===== src/shared/ppic_pkg.sv =====
// Package of constants for the programmable priority interrupt controller
package ppic_pkg;
    localparam int unsigned NUM_LEVELS  = 8;
    localparam int unsigned DATA_W      = 8;
    localparam int unsigned CASC_W      = 3;
    // Register select decode
    localparam logic        SEL_LOW     = 1'b0;
    localparam logic        SEL_HIGH    = 1'b1;
    // Low-address write command codes, bits 7:5
    localparam int unsigned CMD_POS     = 5;
    localparam logic [2:0]  CMD_EOI     = 3'h1;
    localparam logic [2:0]  CMD_SMM_ON  = 3'h2;
    localparam logic [2:0]  CMD_SMM_OFF = 3'h3;
    localparam logic [2:0]  CMD_ROTATE  = 3'h4;
    localparam logic [2:0]  CMD_RD_SERVICE = 3'h5;
    localparam logic [2:0]  CMD_RD_PENDING = 3'h6;
    localparam logic [2:0]  CMD_SET_VEC = 3'h7;
    // Low-address write, bits 2:0 carry a level
    localparam int unsigned LVL_POS     = 0;
    // Reset values
    localparam logic [7:0]  MASK_RST    = 8'hFF;
    localparam logic [7:0]  VEC_RST     = 8'h08;
    localparam logic [2:0]  LOW_PRI_RST = 3'h7;
    typedef enum logic [1:0] { PPIC_READ_PENDING, PPIC_READ_SERVICE } ppic_rdsel_e;
endpackage


===== src/ppic_prio.sv =====
// Priority resolver with rotating lowest-priority level
`timescale 1ns/1ps
module ppic_prio #(
    parameter int unsigned N = 8
) (
    input  wire logic [N-1:0]         req,
    input  wire logic [N-1:0]         blk,
    input  wire logic [$clog2(N)-1:0] low_pri,
    output logic                      hit,
    output logic [$clog2(N)-1:0]      lvl
);
    localparam int unsigned LW = $clog2(N);

    if (N < 2)
    begin : g_bad_n
        $error("N must be at least two");
    end

    // Walk from the level just above the lowest, stop at first blocker
    always_comb
    begin
        logic             stop;
        logic [LW-1:0]    idx;
        stop = 1'b0;
        idx  = '0;
        hit  = 1'b0;
        lvl  = '0;
        for (int i = 1; i <= N; i++)
        begin
            idx = LW'((int'(low_pri) + i) % N);
            if (!stop)
            begin
                if (req[idx])
                begin
                    hit  = 1'b1;
                    lvl  = idx;
                    stop = 1'b1;
                end
                else if (blk[idx])
                    stop = 1'b1;
            end
        end
    end
endmodule


===== src/ppic_core.sv =====
// Eight-input programmable priority interrupt controller core
// Overview of operation
// - Eight request inputs, software-programmed masking and rotating priority.
// - Pending register records every level requesting service.
// - In-service register records levels whose service is unfinished.
// - Set mask bits keep matching requests out of priority resolution.
// - Special mask mode also masks in-service bits, unblocking lower levels.
// - Resolver picks highest unmasked pending level, passes number onward.
// - Interrupt output raised whenever a resolved request may interrupt.
// - During acknowledge the programmed vector is driven onto the bus.
// - Eight-bit data bus driven only during reads and acknowledges.
// - Register select input chooses which internal register is reached.
// - Chip select and strobes become an internal read level and a write pulse.
// - Separate internal strobes for status reads and command writes.
// - Three cascade lines carry the acknowledged level out when master; cascade input is never decoded.
// - Slave program/enable level chooses cascade master or slave role.
`timescale 1ns/1ps
module ppic_core #(
    parameter int unsigned NUM_LEVELS = ppic_pkg::NUM_LEVELS
) (
    input  wire logic                        clk,
    input  wire logic                        sys_rst,
    input  wire logic                        clk_en,
    input  wire logic [NUM_LEVELS-1:0]       request_inputs,
    input  wire logic                        chip_select_n,
    input  wire logic                        read_strobe_n,
    input  wire logic                        write_strobe_n,
    input  wire logic                        register_select,
    input  wire logic [ppic_pkg::DATA_W-1:0] data_in,
    output logic      [ppic_pkg::DATA_W-1:0] data_out,
    output logic                             data_oe,
    input  wire logic                        acknowledge_n,
    output logic                             irq_out,
    input  wire logic                        slave_program_enable_n,
    input  wire logic [ppic_pkg::CASC_W-1:0] cascade_in,
    output logic      [ppic_pkg::CASC_W-1:0] cascade_out,
    output logic                             cascade_oe
);
    localparam int unsigned LW = $clog2(NUM_LEVELS);

    if (NUM_LEVELS != ppic_pkg::NUM_LEVELS)
    begin : g_bad_levels
        $error("NUM_LEVELS must equal eight");
    end

    logic [7:0]  request_pending_register;
    logic [7:0]  in_service_register;
    logic [7:0]  mask_register;
    logic [7:0]  vector_r;
    logic [2:0]  low_pri_r;
    logic        smm_r;
    logic        rdsel_isr_r;
    logic        wr_d_r;
    logic        ack_d_r;
    logic [7:0]  req_d_r;
    logic [7:0]  dout_r;
    logic [2:0]  ack_lvl_r;

    // Bus strobes and pulses
    wire         rd_lvl     = !chip_select_n && !read_strobe_n;
    wire         wr_lvl     = !chip_select_n && !write_strobe_n;
    wire         wr_pulse   = wr_lvl && !wr_d_r;
    wire         ack_lvl    = !acknowledge_n;
    wire         ack_pulse  = ack_lvl && !ack_d_r;
    // Status read and command write strobes
    wire         status_rd  = rd_lvl && register_select == ppic_pkg::SEL_LOW;
    wire         mask_wr    = wr_pulse && register_select == ppic_pkg::SEL_HIGH;
    wire         cmd_wr     = wr_pulse && register_select == ppic_pkg::SEL_LOW;
    wire [2:0]   cmd_code   = data_in[ppic_pkg::CMD_POS +: 3];
    wire [2:0]   cmd_level  = data_in[ppic_pkg::LVL_POS +: 3];
    wire         master     = slave_program_enable_n;

    // Rising edges of request lines
    wire [7:0]   req_rise   = request_inputs & ~req_d_r;
    // Special mask mode hides masked in-service bits
    wire [7:0]   svc_blk    = smm_r ? (in_service_register & ~mask_register) : in_service_register;
    // Masked requests excluded
    wire [7:0]   req_valid  = request_pending_register & ~mask_register;
    wire         prio_hit;
    wire [2:0]   prio_lvl;
    wire [7:0]   eoi_bit    = 8'h01 << ppic_top_service(in_service_register, low_pri_r);
    // Acknowledge set and end-of-service clear may meet; set wins
    wire [7:0]   ack_bit    = (ack_pulse && prio_hit) ? (8'h01 << prio_lvl) : 8'h00;
    wire [7:0]   eoi_clr    = (cmd_wr && cmd_code == ppic_pkg::CMD_EOI) ? eoi_bit : 8'h00;

    function automatic logic [2:0] ppic_top_service(input logic [7:0] svc, input logic [2:0] low);
        logic [2:0] r;
        logic       f;
        logic [2:0] k;
        r = '0;
        f = 1'b0;
        for (int i = 1; i <= 8; i++)
        begin
            k = 3'((int'(low) + i) % 8);
            if (!f && svc[k])
            begin
                r = k;
                f = 1'b1;
            end
        end
        return r;
    endfunction

    ppic_prio #(
        .N       (8)
    ) u_prio (
        .req     (req_valid),
        .blk     (svc_blk),
        .low_pri (low_pri_r),
        .hit     (prio_hit),
        .lvl     (prio_lvl)
    );

    always_ff @(posedge clk or posedge sys_rst)
    begin
        if (sys_rst)
        begin
            wr_d_r    <= 1'b0;
            ack_d_r   <= 1'b0;
            req_d_r   <= 8'h00;
            ack_lvl_r <= 3'h0;
        end
        else if (clk_en)
        begin
            wr_d_r  <= wr_lvl;
            ack_d_r <= ack_lvl;
            req_d_r <= request_inputs;
            if (ack_pulse)
                ack_lvl_r <= prio_lvl;
        end
    end

    // Pending: new edge sets, acknowledge clears, set wins
    always_ff @(posedge clk or posedge sys_rst)
    begin
        if (sys_rst)
            request_pending_register <= 8'h00;
        else if (clk_en)
            request_pending_register <= ((request_pending_register & request_inputs) & ~ack_bit) | req_rise;
    end

    // In-service: set on acknowledge, cleared by end-of-service
    always_ff @(posedge clk or posedge sys_rst)
    begin
        if (sys_rst)
            in_service_register <= 8'h00;
        else if (clk_en)
            in_service_register <= (in_service_register & ~eoi_clr) | ack_bit;
    end

    // Mask, vector and priority programming
    always_ff @(posedge clk or posedge sys_rst)
    begin
        if (sys_rst)
        begin
            mask_register <= ppic_pkg::MASK_RST;
            vector_r      <= ppic_pkg::VEC_RST;
            low_pri_r     <= ppic_pkg::LOW_PRI_RST;
            smm_r         <= 1'b0;
            rdsel_isr_r   <= 1'b0;
        end
        else if (clk_en)
        begin
            if (mask_wr)
                mask_register <= data_in;
            if (cmd_wr)
            begin
                unique case (cmd_code)
                    ppic_pkg::CMD_SMM_ON:  smm_r <= 1'b1;
                    ppic_pkg::CMD_SMM_OFF: smm_r <= 1'b0;
                    ppic_pkg::CMD_ROTATE:  low_pri_r <= cmd_level;
                    ppic_pkg::CMD_RD_SERVICE: rdsel_isr_r <= 1'b1;
                    ppic_pkg::CMD_RD_PENDING: rdsel_isr_r <= 1'b0;
                    ppic_pkg::CMD_SET_VEC: vector_r <= {data_in[4:0], 3'h0};
                    default: ;
                endcase
            end
        end
    end

    // Read data: vector on acknowledge, else selected register
    wire [7:0] status_val = rdsel_isr_r ? in_service_register : request_pending_register;
    wire [7:0] rd_val     = ack_lvl ? (vector_r | {5'h00, prio_lvl})
                          : status_rd ? status_val : mask_register;

    always_ff @(posedge clk or posedge sys_rst)
    begin
        if (sys_rst)
            dout_r <= 8'h00;
        else if (clk_en)
            dout_r <= ack_pulse ? rd_val : (ack_lvl ? dout_r : rd_val);
    end

    assign data_out    = dout_r;
    assign data_oe     = rd_lvl || ack_lvl;
    assign irq_out     = prio_hit;
    // Master drives acknowledged level on cascade lines
    assign cascade_out = master ? ack_lvl_r : 3'h0;
    assign cascade_oe  = master && ack_lvl;
endmodule


===== config.mk =====
export PLATFORM = sky130hd
export DESIGN_NAME = ppic_core
export DESIGN_NICKNAME = d
export VERILOG_FILES = /design/src/shared/ppic_pkg.sv /design/src/ppic_prio.sv /design/src/ppic_core.sv
export SDC_FILE = /design/constraint.sdc
export NUM_CORES = 1
export LEC_CHECK = 0
export BUFFER_PORTS_ARGS = -buffer_cell sky130_fd_sc_hd__buf_4
export CAP_MARGIN = 40
export CORE_UTILIZATION = 45
export CTS_BUF_LIST = sky130_fd_sc_hd__clkbuf_16
export DETAILED_ROUTE_END_ITERATION = 12
export HOLD_SLACK_MARGIN = 0.02
export SYNTH_ARGS = -nofsm -noshare
export SYNTH_HDL_FRONTEND = slang
export SYNTH_SLANG_ARGS = --single-unit

===== constraint.sdc =====
create_clock -name clk -period 6.6 [get_ports clk]
set_clock_uncertainty 0.15 [all_clocks]
set_input_delay 0.66 -clock clk [delete_from_list [all_inputs] [get_ports clk]]
set_output_delay 0.66 -clock clk [all_outputs]
set_load 0.1 [all_outputs]

==> metrics.md, run 1 <==
| Metric | Value |
|---|---|
| Worst slew pin tran | 0.817 ns |
| Area leader, netlist | dfrtp_1 |
| Via Count | 4422 |
| CTS Hold Bufs | 0 |
| Synth area leaders | dfrtp_1 21%, mux4_2 8.4%, mux2_2 7.6% |
| Placeable Area | 10900 µm² |
| Hold slack | 0.329 ns |
| Gr usage total | 26.9% |
| Maximum VDD drop | 252 µV |
| DR pass1 iterations | 5 |
| Max Root-Sink Buffers | 2 |
| Hold Violations, Final | 0 |
| Inserted Clock Buffers | 5 |
| Initial detailed-routing violation count | 373 |
| Initial Utilization | 46.6% |
| Startpoint Class | register |
| Crit path from | low_pri_r[1] |
| Count leader, synth | nand2_1 |
| # diodes | 0 |
| EDFF count, synth | 0 |
| Post-place instance area | 5400 µm² |
| Relative slew margins | 45.2% |
| RSZ-0062 raised after global routing | false |
| Synthesized cell area | 5070 µm² |
| Clock slew at reported path FFs | 0.07 ns |
| CTS H-Tree Depth | 2 |
| # nets final | 585 |
| Yosys cell types | 86 |
| Ratio of final minimum period to clock period | 79.0% |
| First-pass GRT wire length | 24000 µm |
| Final min period | 5.21 ns |
| Leakage | 2.24 nW |
| Share of cells above drive strength 1 | 26.3% |
| Worst path cell trace | inv_1 -> ha_1 -> inv_1 -> mux4_2 -> a211oi_2 -> o21ai_1 -> nand3_1 -> buf_4 |
| Top_reg_cell synth | dfrtp_1 |
| Launching point of the worst reg2reg path | low_pri_r[1] |
| DP Wirelength | 11000 µm |
| Grt met3 use | 2.83% |
| Synth Register Bits | 55 |
| Hold_sp | req_d_r[5] |
| GRT overflow | 0 |
| Largest net degree at the start of global routing | 56 |
| Cells after synthesis | 533 |
| Kind of critical path | register to output pin |
| Die extent in y | 108 µm |
| Synth warnings | 0 |
| Finished Cell Area | 5590 µm² |
| Met1 usage | 38.1% |
| Met2 Use GR | 43.0% |
| Util after Layout | 51.3% |
| Postcts setup bufs | 0 |
| CTS sink cnt | 55 |
| CP Data Arrival Time | 4.40 ns |
| DR vias/cell | 6.35 |
| Critical path's top delay family | buffers and inverters |
| Max_cap viols | 0 |
| Max-slew violations | 0 |
| Die Area | 11700 µm² |
| DR DRC count | 0 |
| Area grow syn2layout | 10.2% |
| Die X | 108 µm |
| Avg Cell Area, Syn | 9.51 µm² |
| Clock Latency Late Sink | 0.30 ns |
| Syn Nets | 563 |
| Core Rows | 38 |
| TritonCTS clock tree | yes |
| IO Count | 42 |
| Grt peak-use layer | met2 |
| Vias in the first global route | 4365 |
| DR WL/cell | 21.0 µm |
| Pwr Density | 454 nW/µm² |
| Port buffer count | 38 |
| Post-cts repair resize count | 0 |
| Synth cell count leaders | 57 x nand2_1, 43 x dfrtp_1, 34 x mux2_2, 34 x mux2i_1, 33 x nor2_1 |
| Slowest Stage Delay on Critical Path | 0.88 ns |
| Slowest cell on crit path | dfstp_2 |
| Register area share after synthesis | 27.5% |
| Ys async rst share | 100% |
| Post-synth top area share | 21.2% |
| Max Fclk | 192 MHz |
| Crit path max fanout | 26 |
| Setup TNS | 0 ns |
| Outcome | complete, no violations |
| Final setup viols | 0 |
| Most frequent CP cell | inv_1 |
| ANT nets after route | 0 |
| CP endpoint kind | output pin |
| Routed wire length | 14600 µm |
| CTS root buffer | clkbuf_16 |
| WP data required | 5.79 ns |
| Min-delay worst type | register to register |
| Worst Path Buf+Inv | 3 |
| Routability cong. | 0.850 |
| Antenna violations before repair | 0 |
power by group:
group | switching, W | leakage, nW | internal (W)
Clock | 0.000122 | 0.0900 | 0.000217
Sequential | 0.000136 | 0.665 | 0.000425
Combinational | 0.00103 | 1.48 | 0.000611
Total | 0.00128 | 2.24 | 0.00125
per-stage QoR:
step                      setup WS (ns)  power [W]  cells
after floorplan                    1.94    0.00180    533
after global placement             1.66    0.00216    687
after detailed placement           1.66    0.00218    688
after CTS                          1.45    0.00252    696
after global routing               1.15    0.00270    696
final                              1.39    0.00254    696
metal layers:
layer  wire (µm)  vias up
li1            -     2087
met4         296        0
met1        6750     2144
met5           0        -
met2        6760      171
met3         818       20
area by class of cell:
class / instances / area [µm²]
well taps: 140 / 175
repair buffers: 43 / 320
clock buffers: 5 / 125
inverters: 16 / 62.6
multi-input cells: 434 / 3450
clock inverters: 3 / 67.6
fillers: 1041 / 5300
flip-flops and latches: 55 / 1390
logic make-up after synthesis:
kind of cell,count (synthesis),share of synthesized area [%]
mux,91,24.2
simple gates,182,18.7
xor+xnor,6,1.33
compound gates,153,23.2
buf+inv,44,4.57
flops,55,27.4
fa+ha+maj,2,0.494
worst paths after layout:
check	to	slack, ns	depth (start not counted)
max	irq_out	1.39	8
min	request_pending_register[5]	0.33	1
max reg2reg	in_service_register[3]	1.54	11
max in group asynchronous	request_pending_register[1]	5.43	3
min reg2reg	request_pending_register[5]	0.33	1
min in group asynchronous	vector_r[4]	0.41	3
layout by cell type (no fill, tap or decap), types with 17 or more instances in the layout:
cell type  Yosys  final
buf_4          2     42
nand2b_1      17     17
nor2_1        33     33
o21ai_0       27     27
mux2i_1       34     34
nand2_1       57     57
mux4_2        19     19
mux2_2        34     34
nor2b_1       17     17
dfrtp_1       43     43
registers in the layout, indices dropped and copies added, names as in the netlist:
signal,flops
ack_d_r,1
ack_lvl_r,3
data_out,8
in_service_register,8
low_pri_r,3
mask_register,8
rdsel_isr_r,1
req_d_r,8
request_pending_register,8
smm_r,1
vector_r,5
wr_d_r,1
No activity file was read; power rests on OpenSTA's default activity.
==> inputs of run 2 (changes only) <==
Settings changed: ABC_AREA from default to 1.
Clock period 6.6 ns to 4.9 ns, I/O delays scaled along.
==> run 2 against run 1 <==
Non-clock buffer count rose by 2. Sequential share of layout area rose by 4.2 points. Critical endpoint unchanged. Global-route usage down 0.59 points. Highest routed layer unchanged. Cell area fell by 14%. Largest cell class unchanged. Register-to-register slack worse by 0.43 ns. Largest power group unchanged. First-iteration DRC count is 36% lower. Critical path depth rose by 6. Flip-flop and latch count unchanged.
==> metrics.md, run 2 <==
| Metric | Value |
|---|---|
| Via Count | 4408 |
| Initial Utilization | 46.2% |
| # nets final | 744 |
| CP endpoint kind | output pin |
| Post-cts repair resize count | 0 |
| Most frequent cells in the layout | 243 x nand2_1, 109 x nand3_1, 63 x inv_1 |
| DR WL/cell | 14.7 µm |
| Max Root-Sink Buffers | 2 |
| TritonCTS clock tree | yes |
| Leakage | 2.48 nW |
| Share of cells above drive strength 1 | 12.4% |
| EDFF count, synth | 0 |
| CTS sink cnt | 55 |
| CP Data Arrival Time | 3.38 ns |
| Maximum VDD drop | 286 µV |
| Die Area | 9830 µm² |
| CTS H-Tree Depth | 2 |
| Placeable Area | 9200 µm² |
| Final min period | 4.02 ns |
| Synthesized cell area | 4250 µm² |
| Fill cells | 961 |
| Slowest cell on crit path | dfstp_2 |
| Yosys cell types | 34 |
| Sw frac | 53.5% |
| Hold Violations, Final | 0 |
| Initial detailed-routing violation count | 239 |
| Util after Layout | 52.0% |
| DP Wirelength | 9520 µm |
| Kind of critical path | register to output pin |
| Internal | 0.00130 W |
| DR pass1 iterations | 5 |
| Critical R2R Capture | request_pending_register[2] |
| Worst slew pin tran | 0.760 ns |
| RSZ-0062 raised after global routing | false |
| WP data required | 4.26 ns |
| Die extent in y | 99.2 µm |
| CTS Hold Bufs | 0 |
| Synth cell count leaders | 243 x nand2_1, 109 x nand3_1, 64 x inv_1, 52 x o21ai_0, 51 x nor2_1 |
| DR DRC count | 0 |
| Critical path's top delay family | simple AND/OR/NAND/NOR gates |
| Top_reg_cell synth | dfrtp_1 |
| Pwr Density | 583 nW/µm² |
| Count leader, synth | nand2_1 |
| ANT nets after route | 0 |
| Startpoint Class | register |
| Min-delay worst type | primary input to asynchronous set/reset pin |
| Routed wire length | 12200 µm |
| Vias in the first global route | 4164 |
| Largest net degree at the start of global routing | 56 |
| Commonest non-fill, non-tap cell in the layout | nand2_1 |
| Crit path max fanout | 21 |
| Port buffer count | 38 |
| Max-slew violations | 0 |
| Outcome | complete, no violations |
| Routability cong. | 0.991 |
| Launching point of the worst reg2reg path | low_pri_r[0] |
| Worst Path Buf+Inv | 5 |
| Area leader, netlist | dfrtp_1 |
| GRT overflow | 0 |
| Ys async rst share | 100% |
| Area grow syn2layout | 12.5% |
| Relative slew margins | 49.4% |
| Synth Register Bits | 55 |
| Postcts setup bufs | 0 |
| Reg power frac | 25.4% |
| Core Rows | 35 |
| Combinational Power Share | 60.0% |
| First-pass GRT wire length | 20400 µm |
| Switch Pwr | 0.00149 W |
| Max_cap viols | 0 |
| Post-synth top area share | 25.3% |
| IO Count | 42 |
| Gr usage total | 26.3% |
| Max Fclk | 248 MHz |
| Ratio of final minimum period to clock period | 82.1% |
| Final setup viols | 0 |
| # diodes | 0 |
| Worst reg2reg path depth | 20 |
| Avg Cell Area, Syn | 6.20 µm² |
| Worst path cell trace | inv_2 -> ha_1 -> inv_1 -> nand3_1 -> nand3_1 -> nand2_1 -> nor2_4 -> nand4_1 -> nor2_2 -> nand4_1 -> clkinv_1 -> nor2_1 -> inv_1 -> buf_4 |
| Clock slew at reported path FFs | 0.07 ns |
| Die X | 99.2 µm |
| Power share of the clock group | 14.6% |
| Inserted Clock Buffers | 5 |
| Register area share after synthesis | 32.7% |
| Antenna violations before repair | 0 |
| Synth warnings | 0 |
| Worst R2R Setup Slack | 1.11 ns |
| Setup TNS | 0 ns |
| Syn Nets | 715 |
| Synth area leaders | dfrtp_1 25%, nand2_1 21%, nand3_1 13% |
| Slowest Stage Delay on Critical Path | 0.54 ns |
| Clock Latency Late Sink | 0.29 ns |
| CTS root buffer | clkbuf_16 |
| Cells after synthesis | 685 |
| DR vias/cell | 5.34 |
| Design Power | 0.00279 W |
## run 2: changes by cell type after synthesis, sizes merged, moves of 21 or more
cell   previous run  this run
mux2i            35         0
nand3            13       113
o21ai            33        64
inv              15        71
nand2            57       244
mux2             35         1
nor2             34        57
mux4             21         0
## run 2: area by class of cell
cell class                      count  area [µm²]  share of cell area (%)
Multi-Input combinational cell    534        2470                    51.7
Clock buffer                        5         125                    2.62
Inverter                           73         274                    5.73
Tap cell                          111         139                    2.91
Clock inverter                      3        42.5                   0.890
Sequential cell                    55        1390                    29.1
Timing Repair Buffer               45         338                    7.07
## run 2: power by group through the flow
stage,logic [W],registers [W],clock network [W]
floorplan,0.00122,0.000760,0
global placement,0.00165,0.000711,0
detailed placement,0.00166,0.000713,0
CTS,0.00167,0.000705,0.000416
global route,0.00188,0.000721,0.000432
finish,0.00167,0.000709,0.000407
## run 2: how the worst max path moves through the flow
stage	start	endpoint	cells past startpoint	slack [ns]
2_1_floorplan	low_pri_r[1]	irq_out	16	1.10
3_3_place_gp	low_pri_r[0]	request_pending_register[7]	20	1.12
3_5_place_dp	low_pri_r[0]	request_pending_register[7]	20	1.16
4_1_cts	low_pri_r[0]	irq_out	14	0.87
5_1_grt	low_pri_r[0]	irq_out	14	0.65
6_report	low_pri_r[0]	irq_out	14	0.88
## run 2: worst register-to-register path, delay by kind of cell (launching register included)
family	cells	cell delay, ns
simple gates	16	2.08
buf+inv	3	0.56
fa+ha+maj	1	0.38
flops	1	0.54
## run 2: cells by family (layout without fill, tap and decap cells)
logic type | after synthesis | count (layout) | share of synthesized area (%)
flip-flops | 55 | 55 | 32.7
multiplexers | 1 | 1 | 0.265
AND/OR/NAND/NOR | 430 | 430 | 43.6
adder cells (fa/ha/maj) | 2 | 2 | 0.589
AO/OA/AOI/OAI | 99 | 99 | 12.6
XOR/XNOR | 2 | 2 | 1.03
buffers and inverters | 96 | 126 | 9.13
## run 2: through the flow
stage          cells  hold slack (ns)  instance area (µm²)  setup WS [ns]
2_1_floorplan    685            0.292                 4250           1.10
3_3_place_gp     818            0.304                 4610           1.12
3_5_place_dp     818            0.311                 4610           1.16
4_1_cts          826            0.259                 4780          0.874
5_1_grt          826            0.273                 4780          0.648
6_report         826            0.236                 4780          0.875
## run 2: metal layers
metal  wire (µm)  track usage [%]  vias up
met5           0                0        -
met4         275             9.05        0
met3         544             2.46       28
met2        5570             44.0      117
met1        5780             35.8     1984
li1            -                -     2279
